### src/rtl/wwdt_pkg.sv
/*
  Constants shared by the window watchdog: register map, field positions,
  reset values and prescaler limits.
  Assumes a 25 MHz core clock and a 500 kHz wake-up clock sampled by it.
*/
// Overview of operation
// - An application reset always leaves the watchdog enabled and counting.
// - Disable and enable instructions stop or restart the watchdog, except in a cycle with an application reset.
// - An unserviced overflow of the enabled counter raises a reset request.
// - A programmable window boundary forbids servicing during part of the count.
// - Servicing the enabled watchdog inside the forbidden window raises a reset request like an overflow.
// - Sixteen-bit counter, system or wake-up clock, divided by 16384 or 256.
// - Every service loads the counter from the software reload value.
// - Power-up defaults give about 0.13 s timeout from the 500 kHz wake-up clock.
package wwdt_pkg;

  localparam int unsigned CNT_W  = 16;
  localparam int unsigned PRE_W  = 14;
  localparam int unsigned ADDR_W = 12;
  localparam int unsigned DATA_W = 32;

  // Prescaler limits: tick when the masked prescaler bits are all ones.
  localparam logic [13:0] DIV_LONG_LIM  = 14'h3FFF;
  localparam logic [13:0] DIV_SHORT_LIM = 14'h00FF;

  localparam logic [15:0] CNT_MAX = 16'hFFFF;

  // Default timeout figures, each in its own unit.
  localparam int unsigned WU_CLK_KHZ      = 500;
  localparam int unsigned DFLT_TIMEOUT_US = 130000;
  localparam int unsigned DFLT_DIV        = 16384;
  localparam int unsigned US_PER_MS       = 1000;
  localparam int unsigned DFLT_TICKS      =
    (DFLT_TIMEOUT_US * WU_CLK_KHZ / US_PER_MS + DFLT_DIV / 2) / DFLT_DIV;
  localparam int unsigned CNT_MOD         = 32'h0001_0000;
  localparam logic [15:0] RELOAD_RST      = 16'(CNT_MOD - DFLT_TICKS);
  localparam logic [15:0] WINDOW_RST      = 16'h0000;

  // Register byte offsets.
  localparam logic [11:0] ADDR_CTRL   = 12'h000;
  localparam logic [11:0] ADDR_RELOAD = 12'h004;
  localparam logic [11:0] ADDR_WINDOW = 12'h008;
  localparam logic [11:0] ADDR_COUNT  = 12'h00C;
  localparam logic [11:0] ADDR_STATUS = 12'h010;
  localparam logic [11:0] ADDR_MASK   = 12'h014;

  // Control fields: source 1 selects the wake-up clock, divider 1 selects 256.
  localparam int unsigned CTRL_W          = 2;
  localparam int unsigned CTRL_SRC_BIT    = 0;
  localparam int unsigned CTRL_DIV_BIT    = 1;
  localparam logic [1:0]  CTRL_RST        = 2'h1;
  localparam int unsigned COUNT_EN_BIT    = 16;

  // Status and mask fields.
  localparam int unsigned EVT_W           = 2;
  localparam int unsigned EVT_OVF_BIT     = 0;
  localparam int unsigned EVT_WIN_BIT     = 1;
  localparam logic [1:0]  EVT_RST         = 2'h0;

endpackage

### src/rtl/wwdt_top.sv
/*
  Window watchdog timer with APB register access, sticky event status,
  masked interrupt and a reset request toward the system reset logic.
  Assumes the instruction strobes are one-cycle pulses synchronous to
  core_clk_i and that the APB master follows the standard two-phase protocol.
*/
// Local design decisions: the APB slave port and the register offsets.
module wwdt_top (
  input  wire logic        core_clk_i,
  input  wire logic        rst_n_i,
  input  wire logic        psel_i,
  input  wire logic        penable_i,
  input  wire logic        pwrite_i,
  input  wire logic [11:0] paddr_i,
  input  wire logic [31:0] pwdata_i,
  output logic [31:0]      prdata_o,
  output logic             pready_o,
  output logic             pslverr_o,
  input  wire logic        wakeup_clk_i,
  input  wire logic        app_reset_done_i,
  input  wire logic        watchdog_service_i,
  input  wire logic        watchdog_disable_instr_i,
  input  wire logic        watchdog_enable_instr_i,
  output logic             reset_req_o,
  output logic             irq_o
);

  typedef struct packed {
    logic [wwdt_pkg::CTRL_W-1:0] ctrl;
    logic [wwdt_pkg::CNT_W-1:0]  reload;
    logic [wwdt_pkg::CNT_W-1:0]  window;
    logic [wwdt_pkg::CNT_W-1:0]  count;
    logic                        enabled;
    logic [wwdt_pkg::EVT_W-1:0]  status;
    logic [wwdt_pkg::EVT_W-1:0]  mask;
    logic [wwdt_pkg::DATA_W-1:0] prdata;
    logic                        pslverr;
    logic                        reset_req;
  } wwdt_top_state_t;

  typedef enum logic [2:0] {
    SEL_CTRL,
    SEL_RELOAD,
    SEL_WINDOW,
    SEL_COUNT,
    SEL_STATUS,
    SEL_MASK,
    SEL_NONE
  } wwdt_sel_t;

  wwdt_top_state_t            st_ff;
  wwdt_top_state_t            nxt_st;
  logic [1:0]                 rst_sync_ff;
  logic                       rst_sync_n;
  logic                       wu_rise;
  logic                       pre_src;
  logic                       tick;
  logic                       apb_setup;
  logic                       apb_write;
  logic                       ovf_evt;
  logic                       win_evt;
  logic [wwdt_pkg::EVT_W-1:0] evt_clr;
  wwdt_sel_t                  sel;

  function automatic wwdt_sel_t reg_decode(input logic [11:0] addr);
    case (addr)
      wwdt_pkg::ADDR_CTRL:   reg_decode = SEL_CTRL;
      wwdt_pkg::ADDR_RELOAD: reg_decode = SEL_RELOAD;
      wwdt_pkg::ADDR_WINDOW: reg_decode = SEL_WINDOW;
      wwdt_pkg::ADDR_COUNT:  reg_decode = SEL_COUNT;
      wwdt_pkg::ADDR_STATUS: reg_decode = SEL_STATUS;
      wwdt_pkg::ADDR_MASK:   reg_decode = SEL_MASK;
      default:               reg_decode = SEL_NONE;
    endcase
  endfunction

  // Servicing is forbidden while the count is still below the boundary.
  function automatic logic in_forbidden(input logic [15:0] cnt, input logic [15:0] bound);
    in_forbidden = cnt < bound;
  endfunction

  // The reset is released through two flops so its removal is clean.
  always_ff @(posedge core_clk_i or negedge rst_n_i) begin
    if (!rst_n_i) begin
      rst_sync_ff <= 2'h0;
    end else begin
      rst_sync_ff <= {rst_sync_ff[0], 1'b1};
    end
  end

  assign rst_sync_n = rst_sync_ff[1];

  wwdt_edge_sync u_wu_sync (
    .core_clk_i (core_clk_i),
    .rst_n_i    (rst_sync_n),
    .async_i    (wakeup_clk_i),
    .rise_o     (wu_rise)
  );

  // Source select: every core cycle, or once per rising wake-up clock edge.
  assign pre_src = st_ff.ctrl[wwdt_pkg::CTRL_SRC_BIT] ? wu_rise : 1'b1;

  wwdt_prescaler u_prescaler (
    .core_clk_i  (core_clk_i),
    .rst_n_i     (rst_sync_n),
    .src_i       (pre_src),
    .div_short_i (st_ff.ctrl[wwdt_pkg::CTRL_DIV_BIT]),
    .clear_i     (app_reset_done_i),
    .tick_o      (tick)
  );

  assign apb_setup = psel_i & ~penable_i;
  assign apb_write = psel_i & penable_i & pwrite_i;
  assign sel       = reg_decode(paddr_i);

  always_comb begin
    nxt_st           = st_ff;
    nxt_st.reset_req = 1'b0;
    ovf_evt          = 1'b0;
    win_evt          = 1'b0;
    evt_clr          = '0;

    // Register writes take effect at the access-phase edge.
    if (apb_write) begin
      case (sel)
        SEL_CTRL:   nxt_st.ctrl   = pwdata_i[wwdt_pkg::CTRL_W-1:0];
        SEL_RELOAD: nxt_st.reload = pwdata_i[wwdt_pkg::CNT_W-1:0];
        SEL_WINDOW: nxt_st.window = pwdata_i[wwdt_pkg::CNT_W-1:0];
        SEL_STATUS: evt_clr       = pwdata_i[wwdt_pkg::EVT_W-1:0];
        SEL_MASK:   nxt_st.mask   = pwdata_i[wwdt_pkg::EVT_W-1:0];
        default:    nxt_st.mask   = st_ff.mask;
      endcase
    end

    // Read data is captured in the setup phase and presented in the access phase.
    if (apb_setup) begin
      nxt_st.prdata  = '0;
      nxt_st.pslverr = 1'b0;
      case (sel)
        SEL_CTRL:   nxt_st.prdata[wwdt_pkg::CTRL_W-1:0] = st_ff.ctrl;
        SEL_RELOAD: nxt_st.prdata[wwdt_pkg::CNT_W-1:0]  = st_ff.reload;
        SEL_WINDOW: nxt_st.prdata[wwdt_pkg::CNT_W-1:0]  = st_ff.window;
        SEL_COUNT: begin
          nxt_st.prdata[wwdt_pkg::CNT_W-1:0]        = st_ff.count;
          nxt_st.prdata[wwdt_pkg::COUNT_EN_BIT]     = st_ff.enabled;
        end
        SEL_STATUS: nxt_st.prdata[wwdt_pkg::EVT_W-1:0]  = st_ff.status;
        SEL_MASK:   nxt_st.prdata[wwdt_pkg::EVT_W-1:0]  = st_ff.mask;
        default:    nxt_st.pslverr = 1'b1;
      endcase
    end

    // Counter and enable; an application reset outranks every instruction.
    if (app_reset_done_i) begin
      nxt_st.enabled = 1'b1;
      nxt_st.count   = st_ff.reload;
    end else begin
      if (watchdog_disable_instr_i) begin
        nxt_st.enabled = 1'b0;
      end else if (watchdog_enable_instr_i) begin
        nxt_st.enabled = 1'b1;
      end
      if (watchdog_service_i) begin
        // A service while stopped still reloads but cannot violate the window.
        win_evt      = st_ff.enabled & in_forbidden(st_ff.count, st_ff.window);
        nxt_st.count = st_ff.reload;
      end else if (st_ff.enabled && tick) begin
        nxt_st.count = st_ff.count + 16'h0001;
        ovf_evt      = (st_ff.count == wwdt_pkg::CNT_MAX);
      end
    end

    // A new event wins over a clear written in the same cycle.
    nxt_st.status = (st_ff.status & ~evt_clr)
                  | {win_evt, ovf_evt};
    nxt_st.reset_req = ovf_evt | win_evt;
  end

  always_ff @(posedge core_clk_i or negedge rst_sync_n) begin
    if (!rst_sync_n) begin
      st_ff.ctrl      <= wwdt_pkg::CTRL_RST;
      st_ff.reload    <= wwdt_pkg::RELOAD_RST;
      st_ff.window    <= wwdt_pkg::WINDOW_RST;
      st_ff.count     <= wwdt_pkg::RELOAD_RST;
      st_ff.enabled   <= 1'b1;
      st_ff.status    <= wwdt_pkg::EVT_RST;
      st_ff.mask      <= wwdt_pkg::EVT_RST;
      st_ff.prdata    <= '0;
      st_ff.pslverr   <= 1'b0;
      st_ff.reset_req <= 1'b0;
    end else begin
      st_ff <= nxt_st;
    end
  end

  assign prdata_o    = st_ff.prdata;
  assign pslverr_o   = st_ff.pslverr;
  assign pready_o    = psel_i & penable_i;
  assign reset_req_o = st_ff.reset_req;
  assign irq_o       = |(st_ff.status & st_ff.mask);
endmodule

### src/rtl/wwdt_edge_sync.sv
/*
  Two-stage synchroniser with rising-edge detection for the wake-up clock.
  Assumes the sampled clock is much slower than the core clock.
*/
module wwdt_edge_sync (
  input  wire logic core_clk_i,
  input  wire logic rst_n_i,
  input  wire logic async_i,
  output logic      rise_o
);

  typedef struct packed {
    logic meta;
    logic sync;
    logic prev;
  } wwdt_sync_state_t;

  wwdt_sync_state_t st_ff;
  wwdt_sync_state_t nxt_st;

  always_comb begin
    nxt_st      = st_ff;
    nxt_st.meta = async_i;
    nxt_st.sync = st_ff.meta;
    nxt_st.prev = st_ff.sync;
  end

  always_ff @(posedge core_clk_i or negedge rst_n_i) begin
    if (!rst_n_i) begin
      st_ff <= '0;
    end else begin
      st_ff <= nxt_st;
    end
  end

  assign rise_o = st_ff.sync & ~st_ff.prev;

endmodule

### src/rtl/wwdt_prescaler.sv
/*
  Prescaler of the watchdog: counts source pulses and emits one tick per
  16384 or 256 of them.
  Assumes src_i is a one-cycle enable pulse or held high for the core clock.
*/
module wwdt_prescaler (
  input  wire logic core_clk_i,
  input  wire logic rst_n_i,
  input  wire logic src_i,
  input  wire logic div_short_i,
  input  wire logic clear_i,
  output logic      tick_o
);

  typedef struct packed {
    logic [wwdt_pkg::PRE_W-1:0] cnt;
  } wwdt_pre_state_t;

  wwdt_pre_state_t            st_ff;
  wwdt_pre_state_t            nxt_st;
  logic [wwdt_pkg::PRE_W-1:0] lim;

  assign lim    = div_short_i ? wwdt_pkg::DIV_SHORT_LIM : wwdt_pkg::DIV_LONG_LIM;
  assign tick_o = src_i & ~clear_i & ((st_ff.cnt & lim) == lim);

  always_comb begin
    nxt_st = st_ff;
    if (clear_i) begin
      nxt_st.cnt = '0;
    end else if (src_i) begin
      nxt_st.cnt = st_ff.cnt + 14'h0001;
    end
  end

  always_ff @(posedge core_clk_i or negedge rst_n_i) begin
    if (!rst_n_i) begin
      st_ff <= '0;
    end else begin
      st_ff <= nxt_st;
    end
  end

endmodule

### config.mk
export PLATFORM = sky130hd
export DESIGN_NAME = wwdt_top
export DESIGN_NICKNAME = d
export VERILOG_FILES = /design/src/rtl/wwdt_pkg.sv /design/src/rtl/wwdt_top.sv /design/src/rtl/wwdt_edge_sync.sv /design/src/rtl/wwdt_prescaler.sv
export SDC_FILE = /design/constraint.sdc
export NUM_CORES = 1
export LEC_CHECK = 0
export ABC_AREA = 1
export BUFFER_PORTS_ARGS = -buffer_cell sky130_fd_sc_hd__buf_2
export CAP_MARGIN = 15
export CORE_MARGIN = 10
export CORE_UTILIZATION = 61
export DETAILED_ROUTE_END_ITERATION = 7
export PLACE_DENSITY_LB_ADDON = 0.1
export SLEW_MARGIN = 20
export SYNTH_ARGS = -nofsm -noshare
export SYNTH_HDL_FRONTEND = slang
export SYNTH_SLANG_ARGS = --single-unit
### constraint.sdc
create_clock -name core_clk_i -period 6.6 [get_ports core_clk_i]
set_clock_uncertainty 0.1 [all_clocks]
set_input_delay 0.99 -clock core_clk_i [delete_from_list [all_inputs] [get_ports core_clk_i]]
set_output_delay 0.99 -clock core_clk_i [all_outputs]
set_load 0.01 [all_outputs]
# Yosys cells after proc, flatten, opt, wreduce, memory -nomap -nowiden
# Index checks and enable logic that the tools add are counted.
# word_totals
ff_bits	93
in_bits	54
out_inout_bits	36
elab_cells	79
# op_classes
n_addsub	2
order_cmp	1
eq_ne	12
mux	21
n_bitwise	16
reduce_logical	12
# ops
cell	count
2-to-1 mux 14 bit	3
case mux 14 bit (3 select lines)	1
2-to-1 mux 16 bit	2
== test 12 x 4 -> 1 bit (second input constant)	2
== test 12 x 5 -> 1 bit (second input constant)	2
case mux 3 bit (6 select lines)	1
2-to-1 mux 17 bit	1
adder 16 x 1 -> 16 bit (second input constant)	1
== test 16 bit (second input constant)	1
less-than comparator 16 bit	1
adder 14 x 1 -> 14 bit (second input constant)	1
AND 14 bit	1
== test 14 bit	1
== test 12 x 3 -> 1 bit (second input constant)	1
zero test 12 bit	1
case mux 2 bit (6 select lines)	1
2-to-1 mux 1 bit	10
AND reduction 2 bit	4
AND 1 bit	7
== test 3 x 2 -> 1 bit (second input constant)	2
== test 3 bit (second input constant)	2
nonzero test 3 bit	2
OR reduction 6 bit	1
AND 2 bit	2
other kinds (10)	13

# Longest topological paths before layout
# Gate-level depths: netlist of run 1.
# logic_depth
ltp_word	10
ltp_mapped	14

# Hierarchy
# From an unflattened synthesis of run 1, not the netlist that was laid out.
# hier_totals
hier_cells	681
area_unflattened_um2	5489.0
# modules_own_cells
module	instances	cells_each	area_each_um2
wwdt_top	1	574	4618.2
wwdt_prescaler	1	102	785.8
wwdt_edge_sync	1	5	85.1

# Worst setup path after synthesis of run 1
# OpenSTA, ideal clock, no wires.
# synth_timing
path_type	input to register
start	input port paddr_i[9]
end	register st_ff[36] (netlist name)
setup_time_ns	0.120
arrival_ns	2.422
required_time_ns	6.380
setup_slack_ns	3.958
path_stages	11
path_cell_list	nor2_2 nand2_2 nor2_4 nand2_1 buf_2 ha_1 nand2_4 buf_2 nand4_1 o21ai_0 nand2_1
# synth_rtl
element	line_no	text
start: declaration	wwdt_top.sv:14	input wire logic [11:0] paddr_i,
end signal: assignment	wwdt_top.sv:192	st_ff <= nxt_st;
end: declaration	wwdt_top.sv:51	wwdt_top_state_t st_ff;

# Final worst setup path of run 1
# layout_timing
start	input port paddr_i[7]
end	register st_ff, in the netlist prdata_o[12]
# layout_via
elab_chain_len	4
# layout_rtl
element	line_no	text
== test 12 x 5 -> 1 bit (tied with other cells)	wwdt_top.sv:66	case (addr)
case mux 3 bit (6 select lines) *	wwdt_top.sv:66	
== test 3 x 2 -> 1 bit or == test 3 x 1 -> 1 bit (tied branches)	wwdt_top.sv:139	case (sel)
case mux 14 bit (3 select lines) *	wwdt_top.sv:139	
# Mark *: on every way between the ends. The rest lies on a longest branch, timed or not.
# A chain may end at the register's enable or synchronous reset.

==> reports/results.tsv, run 1 <==
metric	value	unit
status	completed	
vias_per_cell	5.41	
start_util	62.3	%
n_antenna_cell	0	
die_area	13000	µm²
fill_cells	747	
drt-total-wl	12.5	mm
final_common_cell	nand2_1	
crit_fanout	15	
vdd_drop_max	0.128	mV
top_usage_layer	met2	
clk_latency	360	ps
dp_slack	3340	ps
maxSlewHeadroom	31.4	%
grtUsageMet3	4.46	%
cts_resized	0	
synthXorXnorAreaFrac	2.12	%
numPortBuffers	58	
synth_mux_area_share	0.209	%
synth-compound-area-share	9.28	%
crit_buf_inv	1	
placed_cell_area	5530	µm²
startpoint_type	input port	
cts_max_level	3	
synth_top_family_by_area	simple AND/OR/NAND/NOR gates	
grt_pass1_vias	4339	
grt_first_pass_wirelength	20.9	mm
fmax	338	MHz
fin_util	66.4	%
area_growth	6.56	%
rows	34	
synth_top_flop_cell	dfrtp_1	
post_cts_buffers	0	
cp_common_cell	nand2_1	
required	6800	ps
worstSetupEndpointType	register	
root_buffer	clkbuf_8	
first_iter_violations	391	
fin_crit_sh	44.9	%
grt.overflow.total	0	
routedWlPerCell	15.1	µm
worstSetupPathType	in -> reg	
setup_ws	3640	ps
grt_max_degree	49	
worst_pin_slew	1030	ps
synth-simple-area-share	27.8	%
tns	0	ps
p_leak	2.83	nW
yosys_warnings	0	
instances_no_fill	832	
ios	90	
ant_nets	0	
final_nets	792	
synth-adder-area-share	4.42	%
drtPass1Iterations	6	
hold_class	reg -> async	
cts_hold_buf	0	
worstPathCellList	buf_2 > nor2_1 > nand2_1 > nor2_4 > nand2_1 > ha_1 > nand2_4 > nand2_4 > nor2_4 > nand2_1 > o21ai_0 > o21ai_1 > nand2_1	
power_density	179	nW/µm²
cts.sinks	93	
yosysSeqAreaShare	44.0	%
cts_tree	built	
finalInstanceArea	5730	µm²
async_flop_share	100	%
antenna_found_initial	0	
dp_hpwl	9.46	mm
ys_types	36	
grt_util_met1	26.6	%
cp_top_family	simple AND/OR/NAND/NOR gates	
chipWidth	114	µm
drive_above_1_share	18.9	%
clk_pin_slew	90	ps
max_stage_delay	340	ps
die_h	114	µm
grt_use_total	19.5	%
cts_buffers	9	
synth_enable_flop_cells	0	
critPathArrivalTime	3160	ps
final_cell_mix	nand2_1, inv_1, dfrtp_1	
synth_area	5380	µm²
rsz0062_at_grt	no	
setup_viol	0	
min_period	2960	ps
maxCapViolations	0	
dr_total_vias	4502	
use_met2	30.4	%
drc_errors	0	
hold_violations	0	
synth_area_per_cell	7.86	µm²
ys_ff_latch	93	
slew_violations	0	
cp_slowest_cell	nor2_4	
core_area	8640	µm²
synth_cells	684	
dp_cells	816	
clk_path_buf_depth	2	
gp_congestion	0.853	
-- metrics by stage --
stage / hold slack, ps / total power, mW
floorplan: 231 / 0.633
global placement: 233 / 0.649
detailed placement: 238 / 0.652
CTS: 245 / 1.03
global route: 275 / 1.07
finish: 225 / 1.03
-- area by class of cell --
class                   instances  area, µm²  area share [%]
clock inverters                 7       75.1            1.31
repair buffers                 60        305            5.33
clock buffers                   9        124            2.16
flip-flops and latches         93       2370            41.3
inverters                      82        308            5.37
multi-input cells             473       2410            42.1
well taps                     108        135            2.36
-- final timing paths --
check / from / to / slack, ps / cells past startpoint
max in group asynchronous: rst_sync_ff[1] / u_prescaler.st_ff[9] / 5170 / 1
max reg2reg: u_wu_sync.st_ff[0] / st_ff[40] / 4320 / 12
max: paddr_i[7] / prdata_o[12] / 3640 / 13
min in group core_clk_i: u_wu_sync.nxt_st[1] / u_wu_sync.nxt_st[0] / 260 / 0
min reg2reg: rst_sync_ff[1] / st_ff[57] / 230 / 0
min: rst_sync_ff[1] / st_ff[57] / 230 / 0
-- per-layer routing --
layer | up-vias | part of all wire (%)
met5 | - | 0
met4 | 0 | 1.5
met3 | 12 | 7.5
met2 | 169 | 46
met1 | 2110 | 45
li1 | 2211 | -
-- cells by family after synthesis --
group | Yosys count
xor gates and xnor gates | 13
and+or+nand+nor | 338
other | 2
adders and majority gates | 19
DFF | 93
AOI/OAI and AO/OA | 86
muxes | 1
buffers and inverters | 132
-- cells in the mapped netlist, types with 4 or more instances --
library cell	count	area, µm²
a211oi_1	4	30.0
a21oi_1	15	75.1
buf_2	7	35.0
buf_4	35	263
clkbuf_1	6	22.5
dfrtp_1	63	1580
dfstp_2	30	788
ha_1	19	238
inv_1	82	308
nand2_1	214	803
nand2_2	4	25.0
nand3_1	29	145
nand4_1	17	106
nor2_1	41	154
nor2_2	8	50.1
nor2_4	5	56.3
nor3_1	9	45.0
nor3_2	4	40.0
o211ai_1	10	75.1
o21ai_0	15	75.1
o21ai_1	33	165
xor2_1	11	96.3
-- flip-flops by register name, indices dropped and copies added (netlist names) --
name	flops
u_wu_sync.st_ff	1
pslverr_o	1
reset_req_o	1
u_wu_sync.nxt_st	2
st_ff	55
u_prescaler.st_ff	14
rst_sync_ff	2
prdata_o	17
-- worst register-to-register path, stage by stage (launching register included) --
cell and delay [ps]:
dfrtp_1 370, inv_1 50, nand2_1 70, nand2_2 110, nand2_1 70, nor2_2 120
nand2_2 110, nor2_4 160, nand3_2 150, nand2_1 420, inv_1 270, nand2_1 110
nand3_1 70
-- power breakdown --
part	leakage [nW]	total (mW)	switching, mW	internal, mW
sequential	1.17	0.586	0.00934	0.577
clock	0.104	0.384	0.206	0.177
combinational	1.56	0.0557	0.0386	0.0171
total	2.83	1.03	0.254	0.771
No activity file was read; power rests on OpenSTA's default activity.
==> run 2: changes to the inputs <==
--- a/config.mk
+++ b/config.mk
@@ -5,11 +5,11 @@
 export SDC_FILE = /design/constraint.sdc
 export NUM_CORES = 1
 export LEC_CHECK = 0
-export ABC_AREA = 1
+export ABC_AREA = 0
 export BUFFER_PORTS_ARGS = -buffer_cell sky130_fd_sc_hd__buf_2
 export CAP_MARGIN = 15
 export CORE_MARGIN = 10
-export CORE_UTILIZATION = 61
+export CORE_UTILIZATION = 57
 export DETAILED_ROUTE_END_ITERATION = 7
 export PLACE_DENSITY_LB_ADDON = 0.1
 export SLEW_MARGIN = 20
==> constraint.sdc (replaced) <==
create_clock -name core_clk_i -period 2.8 [get_ports core_clk_i]
set_clock_uncertainty 0.1 [all_clocks]
set_input_delay 0.42 -clock core_clk_i [delete_from_list [all_inputs] [get_ports core_clk_i]]
set_output_delay 0.42 -clock core_clk_i [all_outputs]
set_load 0.01 [all_outputs]
==> reports/results.tsv, run 2 <==
metric	value	unit
status	finished, violations left	
violations	negative setup slack	
hold_class	in -> reg	
synth_top_family_by_area	simple AND/OR/NAND/NOR gates	
slew_violations	0	
ys_types	63	
multi_input_area	2590	µm²
ios	90	
cts_tree	built	
antenna_found_initial	0	
drtPass1Iterations	5	
maxSlewHeadroom	61.0	%
yosys.cell_count.top_type	dfrtp_1	
vdd_drop_max	0.253	mV
clk_path_buf_depth	2	
die_h	116	µm
worstSetupEndpointType	register	
cts_buffers	9	
die_area	13400	µm²
seq_area	2370	µm²
startpoint_type	input port	
synth_top_flop_cell	dfrtp_1	
synth_cells	528	
vias_per_cell	6.07	
dr_total_vias	4226	
fin_util	68.0	%
clk_pin_slew	80	ps
synthXorXnorAreaFrac	2.51	%
critPathArrivalTime	3030	ps
first_iter_violations	221	
fmax	353	MHz
power_density	424	nW/µm²
n_antenna_cell	0	
worst_pin_slew	586	ps
clk_latency	370	ps
root_buffer	clkbuf_8	
routedWlPerCell	18.9	µm
synth_top_area_cell	dfrtp_1	
dp_cells	677	
required	3000	ps
grt.overflow.total	0	
maxCapViolations	0	
p_leak	2.75	nW
gp_congestion	0.885	
async_flop_share	100	%
setup_viol	9	
worstSetupPathType	in -> reg	
fill_cells	701	
synth_mux_area_share	5.28	%
synth_commonest_cells	dfrtp_1, nand2_1, buf_4, o21ai_0, dfstp_2	
hold_violations	0	
hold_slack	56.8	ps
final_cell_mix	dfrtp_1, buf_2, nand2_1	
ys_ff_latch	93	
start_util	59.2	%
min_period	2830	ps
grt_max_degree	44	
ant_nets	0	
fin_crit_sh	101	%
drive_above_1_share	31.0	%
dp_slack	-540	ps
cts_max_level	3	
synth-compound-area-share	14.8	%
grt_use_total	19.7	%
yosys_warnings	0	
rows	34	
synth-adder-area-share	4.54	%
grt_pass1_vias	4217	
grt_first_pass_wirelength	21.4	mm
chipWidth	116	µm
synth_area	5240	µm²
cts.sinks	93	
area_growth	14.8	%
instances_no_fill	696	
yosysSeqAreaShare	45.1	%
synth_area_leaders	dfrtp_1, dfstp_2, buf_4	
largest_reg_flops	55	
dp_hpwl	9.28	mm
crit_fanout	7	
core_area	8850	µm²
final_common_cell	dfrtp_1	
setup_ws	-34.5	ps
drc_errors	0	
synth_enable_flop_cells	0	
synth_top_area_share	30.1	%
regMostFlops	st_ff	
final_nets	656	
finalPower	2.55	mW
synth-simple-area-share	19.2	%
rsz0062_at_grt	yes	
synth_area_per_cell	9.93	µm²
numPortBuffers	58	
drt-total-wl	13.1	mm
-- run 2: cell type report --
class / count / area share, %
inverter: 22 / 1.37
multi-input combinational: 367 / 43.1
clock buffer: 12 / 2.58
clock inverter: 4 / 1.16
tap: 108 / 2.25
timing repair buffer: 90 / 10.1
sequential: 93 / 39.4
-- run 2: path summary, 6_finish.rpt --
check,to,cells after the start,slack (ps),from
worst max register to register,reset_req_o,6,360,u_prescaler.st_ff[0]
max in group asynchronous,st_ff[86],1,1650,rst_sync_ff[1]
worst min-delay path,u_wu_sync.nxt_st[1],1,60,wakeup_clk_i
worst max-delay path,st_ff[62],12,-30,paddr_i[0]
min in group asynchronous,prdata_o[6],0,240,rst_sync_ff[1]
worst min register to register,prdata_o[6],0,240,rst_sync_ff[1]
-- run 2: cell families after synthesis --
kind of cell / count (synthesis)
DFF: 93
adders and majority gates: 19
muxes: 25
other: 2
buffers and inverters: 82
and+or+nand+nor: 186
xor gates and xnor gates: 15
AOI/OAI and AO/OA: 106
-- run 2: power by group --
group | switching [mW] | internal [mW]
combinational | 0.103 | 0.0527
sequential | 0.0213 | 1.36
clock | 0.465 | 0.549
-- run 2: metal layers --
layer	up-vias	track usage (%)	part of all wire, %
li1	2006	-	-
met1	2056	27.0	46
met2	141	30.1	46
met3	23	4.60	6.8
met4	0	6.76	1.9
met5	-	0	0
-- run 2: timing repair --
action | 4_1_cts | 5_1_grt
resized for setup | 0 | 31
endpoints found under the hold margin | 2 | 0
setup buffers | 0 | 1
pin swaps | 1 | 6
hold buffers | 1 | 0
cloned | 0 | 1
setup endpoints to repair | 30 | 30
-- run 2: through the flow --
| stage | area, µm² | setup TNS (ps) |
|---|---|---|
| floorplan | 5340 | -17270 |
| detailed placement | 5640 | -15980 |
| global route | 6020 | -2160 |
| global placement | 5640 | -14370 |
| finish | 6020 | -223 |
| CTS | 5880 | -42.3 |
-- run 2: critical path, cell delays in order --
cell       delay (ps)
buf_6              90
or4_4             570
nor4_4            330
nand2_2           110
ha_4              170
or4b_4            490
nor4_4            230
and2_4            240
buf_12            120
clkbuf_16         150
nand2_4            40
o21ai_1            60
==> run 3: changes to the inputs <==
--- a/config.mk
+++ b/config.mk
@@ -9,7 +9,7 @@
 export BUFFER_PORTS_ARGS = -buffer_cell sky130_fd_sc_hd__buf_2
 export CAP_MARGIN = 15
 export CORE_MARGIN = 10
-export CORE_UTILIZATION = 57
+export CORE_UTILIZATION = 51
 export DETAILED_ROUTE_END_ITERATION = 7
 export PLACE_DENSITY_LB_ADDON = 0.1
 export SLEW_MARGIN = 20
==> constraint.sdc (replaced) <==
create_clock -name core_clk_i -period 2.3 [get_ports core_clk_i]
set_clock_uncertainty 0.1 [all_clocks]
set_input_delay 0.345 -clock core_clk_i [delete_from_list [all_inputs] [get_ports core_clk_i]]
set_output_delay 0.345 -clock core_clk_i [all_outputs]
set_load 0.01 [all_outputs]
==> reports/results.tsv, run 3 (synthesis results as in run 2) <==
metric	value	unit
status	finished, violations left	
violations	negative setup slack	
vdd_drop_max	0.776	mV
chipWidth	121	µm
final_cell_mix	dfrtp_1, buf_2, nand2_1	
first_iter_violations	274	
area_growth	20.4	%
root_buffer	clkbuf_8	
routedWlPerCell	18.4	µm
grt_pass1_vias	4377	
drive_above_1_share	33.8	%
hold_slack	76.3	ps
n_antenna_cell	0	
worstPathCellList	buf_6 > or4_4 > nor4_4 > nand2_2 > ha_2 > or4b_4 > nor4_4 > and2_4 > mux2_2	
rsz0062_at_grt	yes	
worst_pin_slew	591	ps
worstSetupEndpointType	register	
cts_buffers	9	
numPortBuffers	58	
die_area	14700	µm²
maxCapViolations	0	
clk_path_buf_depth	2	
dp_slack	-976	ps
rows	36	
worstSetupPathType	in -> reg	
cp_slowest_cell	or4_4	
clk_latency	380	ps
min_period	2730	ps
drc_errors	0	
final_common_cell	dfrtp_1	
grt.overflow.total	0	
setup_ws	-429	ps
antenna_found_initial	0	
grt_first_pass_wirelength	22.3	mm
maxSlewHeadroom	59.6	%
setup_viol	30	
start_util	52.9	%
cp_common_cell	nor4_4	
die_h	121	µm
grt_max_degree	52	
fin_crit_sh	119	%
ios	90	
cts.sinks	93	
tns	-10830	ps
ant_nets	0	
drt-total-wl	13.8	mm
drtPass1Iterations	6	
startpoint_type	input port	
vias_per_cell	5.87	
core_area	9910	µm²
max_stage_delay	570	ps
slew_violations	0	
hold_violations	0	
grt_use_total	19.0	%
cts_max_level	3	
dr_total_vias	4388	
critPathArrivalTime	2890	ps
final_nets	683	
clk_pin_slew	90	ps
fmax	366	MHz
required	2460	ps
finalPower	3.13	mW
hold_class	in -> reg	
p_leak	2.86	nW
largest_reg_flops	55	
crit_fanout	3	
gp_congestion	0.867	
cts_tree	built	
regMostFlops	st_ff	
dp_hpwl	9.59	mm
power_density	497	nW/µm²
run 3: changes by cell type in the layout (fill, tap and decap cells not counted), sizes merged:
cell         previous run  this run
buf                    88       114
dlygate4sd3             1         3
clkbuf                 13        12
run 3: area by class of cell:
type	count	area (µm²)
clock buffer	12	155
timing repair buffer	117	831
fill	834	3600
sequential	93	2370
tap	133	166
clock inverter	4	70.1
multi-input combinational	367	2640
inverter	22	82.6
run 3: critical path: cells and delay by family:
kind | cells | cell delay, ps
adders and majority gates | 1 | 180
buffers and inverters | 1 | 90
muxes | 1 | 330
and+or+nand+nor | 6 | 1940
run 3: path summary, 6_finish.rpt:
check | depth (start not counted) | end | start | slack (ps)
setup / recovery | 9 | st_ff[55] | paddr_i[0] | -430
max in group asynchronous | 1 | st_ff[87] | rst_sync_ff[1] | 1350
hold reg to reg | 0 | u_prescaler.st_ff[12] | rst_sync_ff[1] | 120
min in group asynchronous | 0 | u_prescaler.st_ff[12] | rst_sync_ff[1] | 120
setup reg to reg | 6 | st_ff[40] | u_wu_sync.st_ff[0] | 100
hold / removal | 3 | st_ff[67] | pwdata_i[12] | 80
run 3: metal layers:
metal / vias up / GRT usage (%) / share of wire [%]
li1: 2058 / - / -
met5: - / 0 / 0
met2: 148 / 29.0 / 47
met1: 2161 / 24.5 / 44
met4: 0 / 7.82 / 2.3
met3: 21 / 5.68 / 7.5
run 3: repair_timing:
item,4_1_cts,5_1_grt
resized for setup,11,14
setup buffers,3,6
pin swaps,3,4
cloned,2,0
endpoints found under the hold margin,4,0
endpoints found under the setup margin,51,58
hold buffers,3,0
run 3: metrics by stage:
step / cell area, µm² / cells / utilization, %
after detailed placement: 5870 / 720 / 59.2
after global placement: 5870 / 720 / 59.2
after floorplan: 5390 / 542 / -
after CTS: 6210 / 743 / 62.7
after global routing: 6310 / 748 / 63.7
final: 6310 / 748 / 63.7
run 3: report_power, final:
part	total, mW	switching [mW]	internal (mW)
logic	0.218	0.136	0.0828
clock network	1.24	0.573	0.669
registers	1.67	0.0198	1.65
total	3.13	0.729	2.41
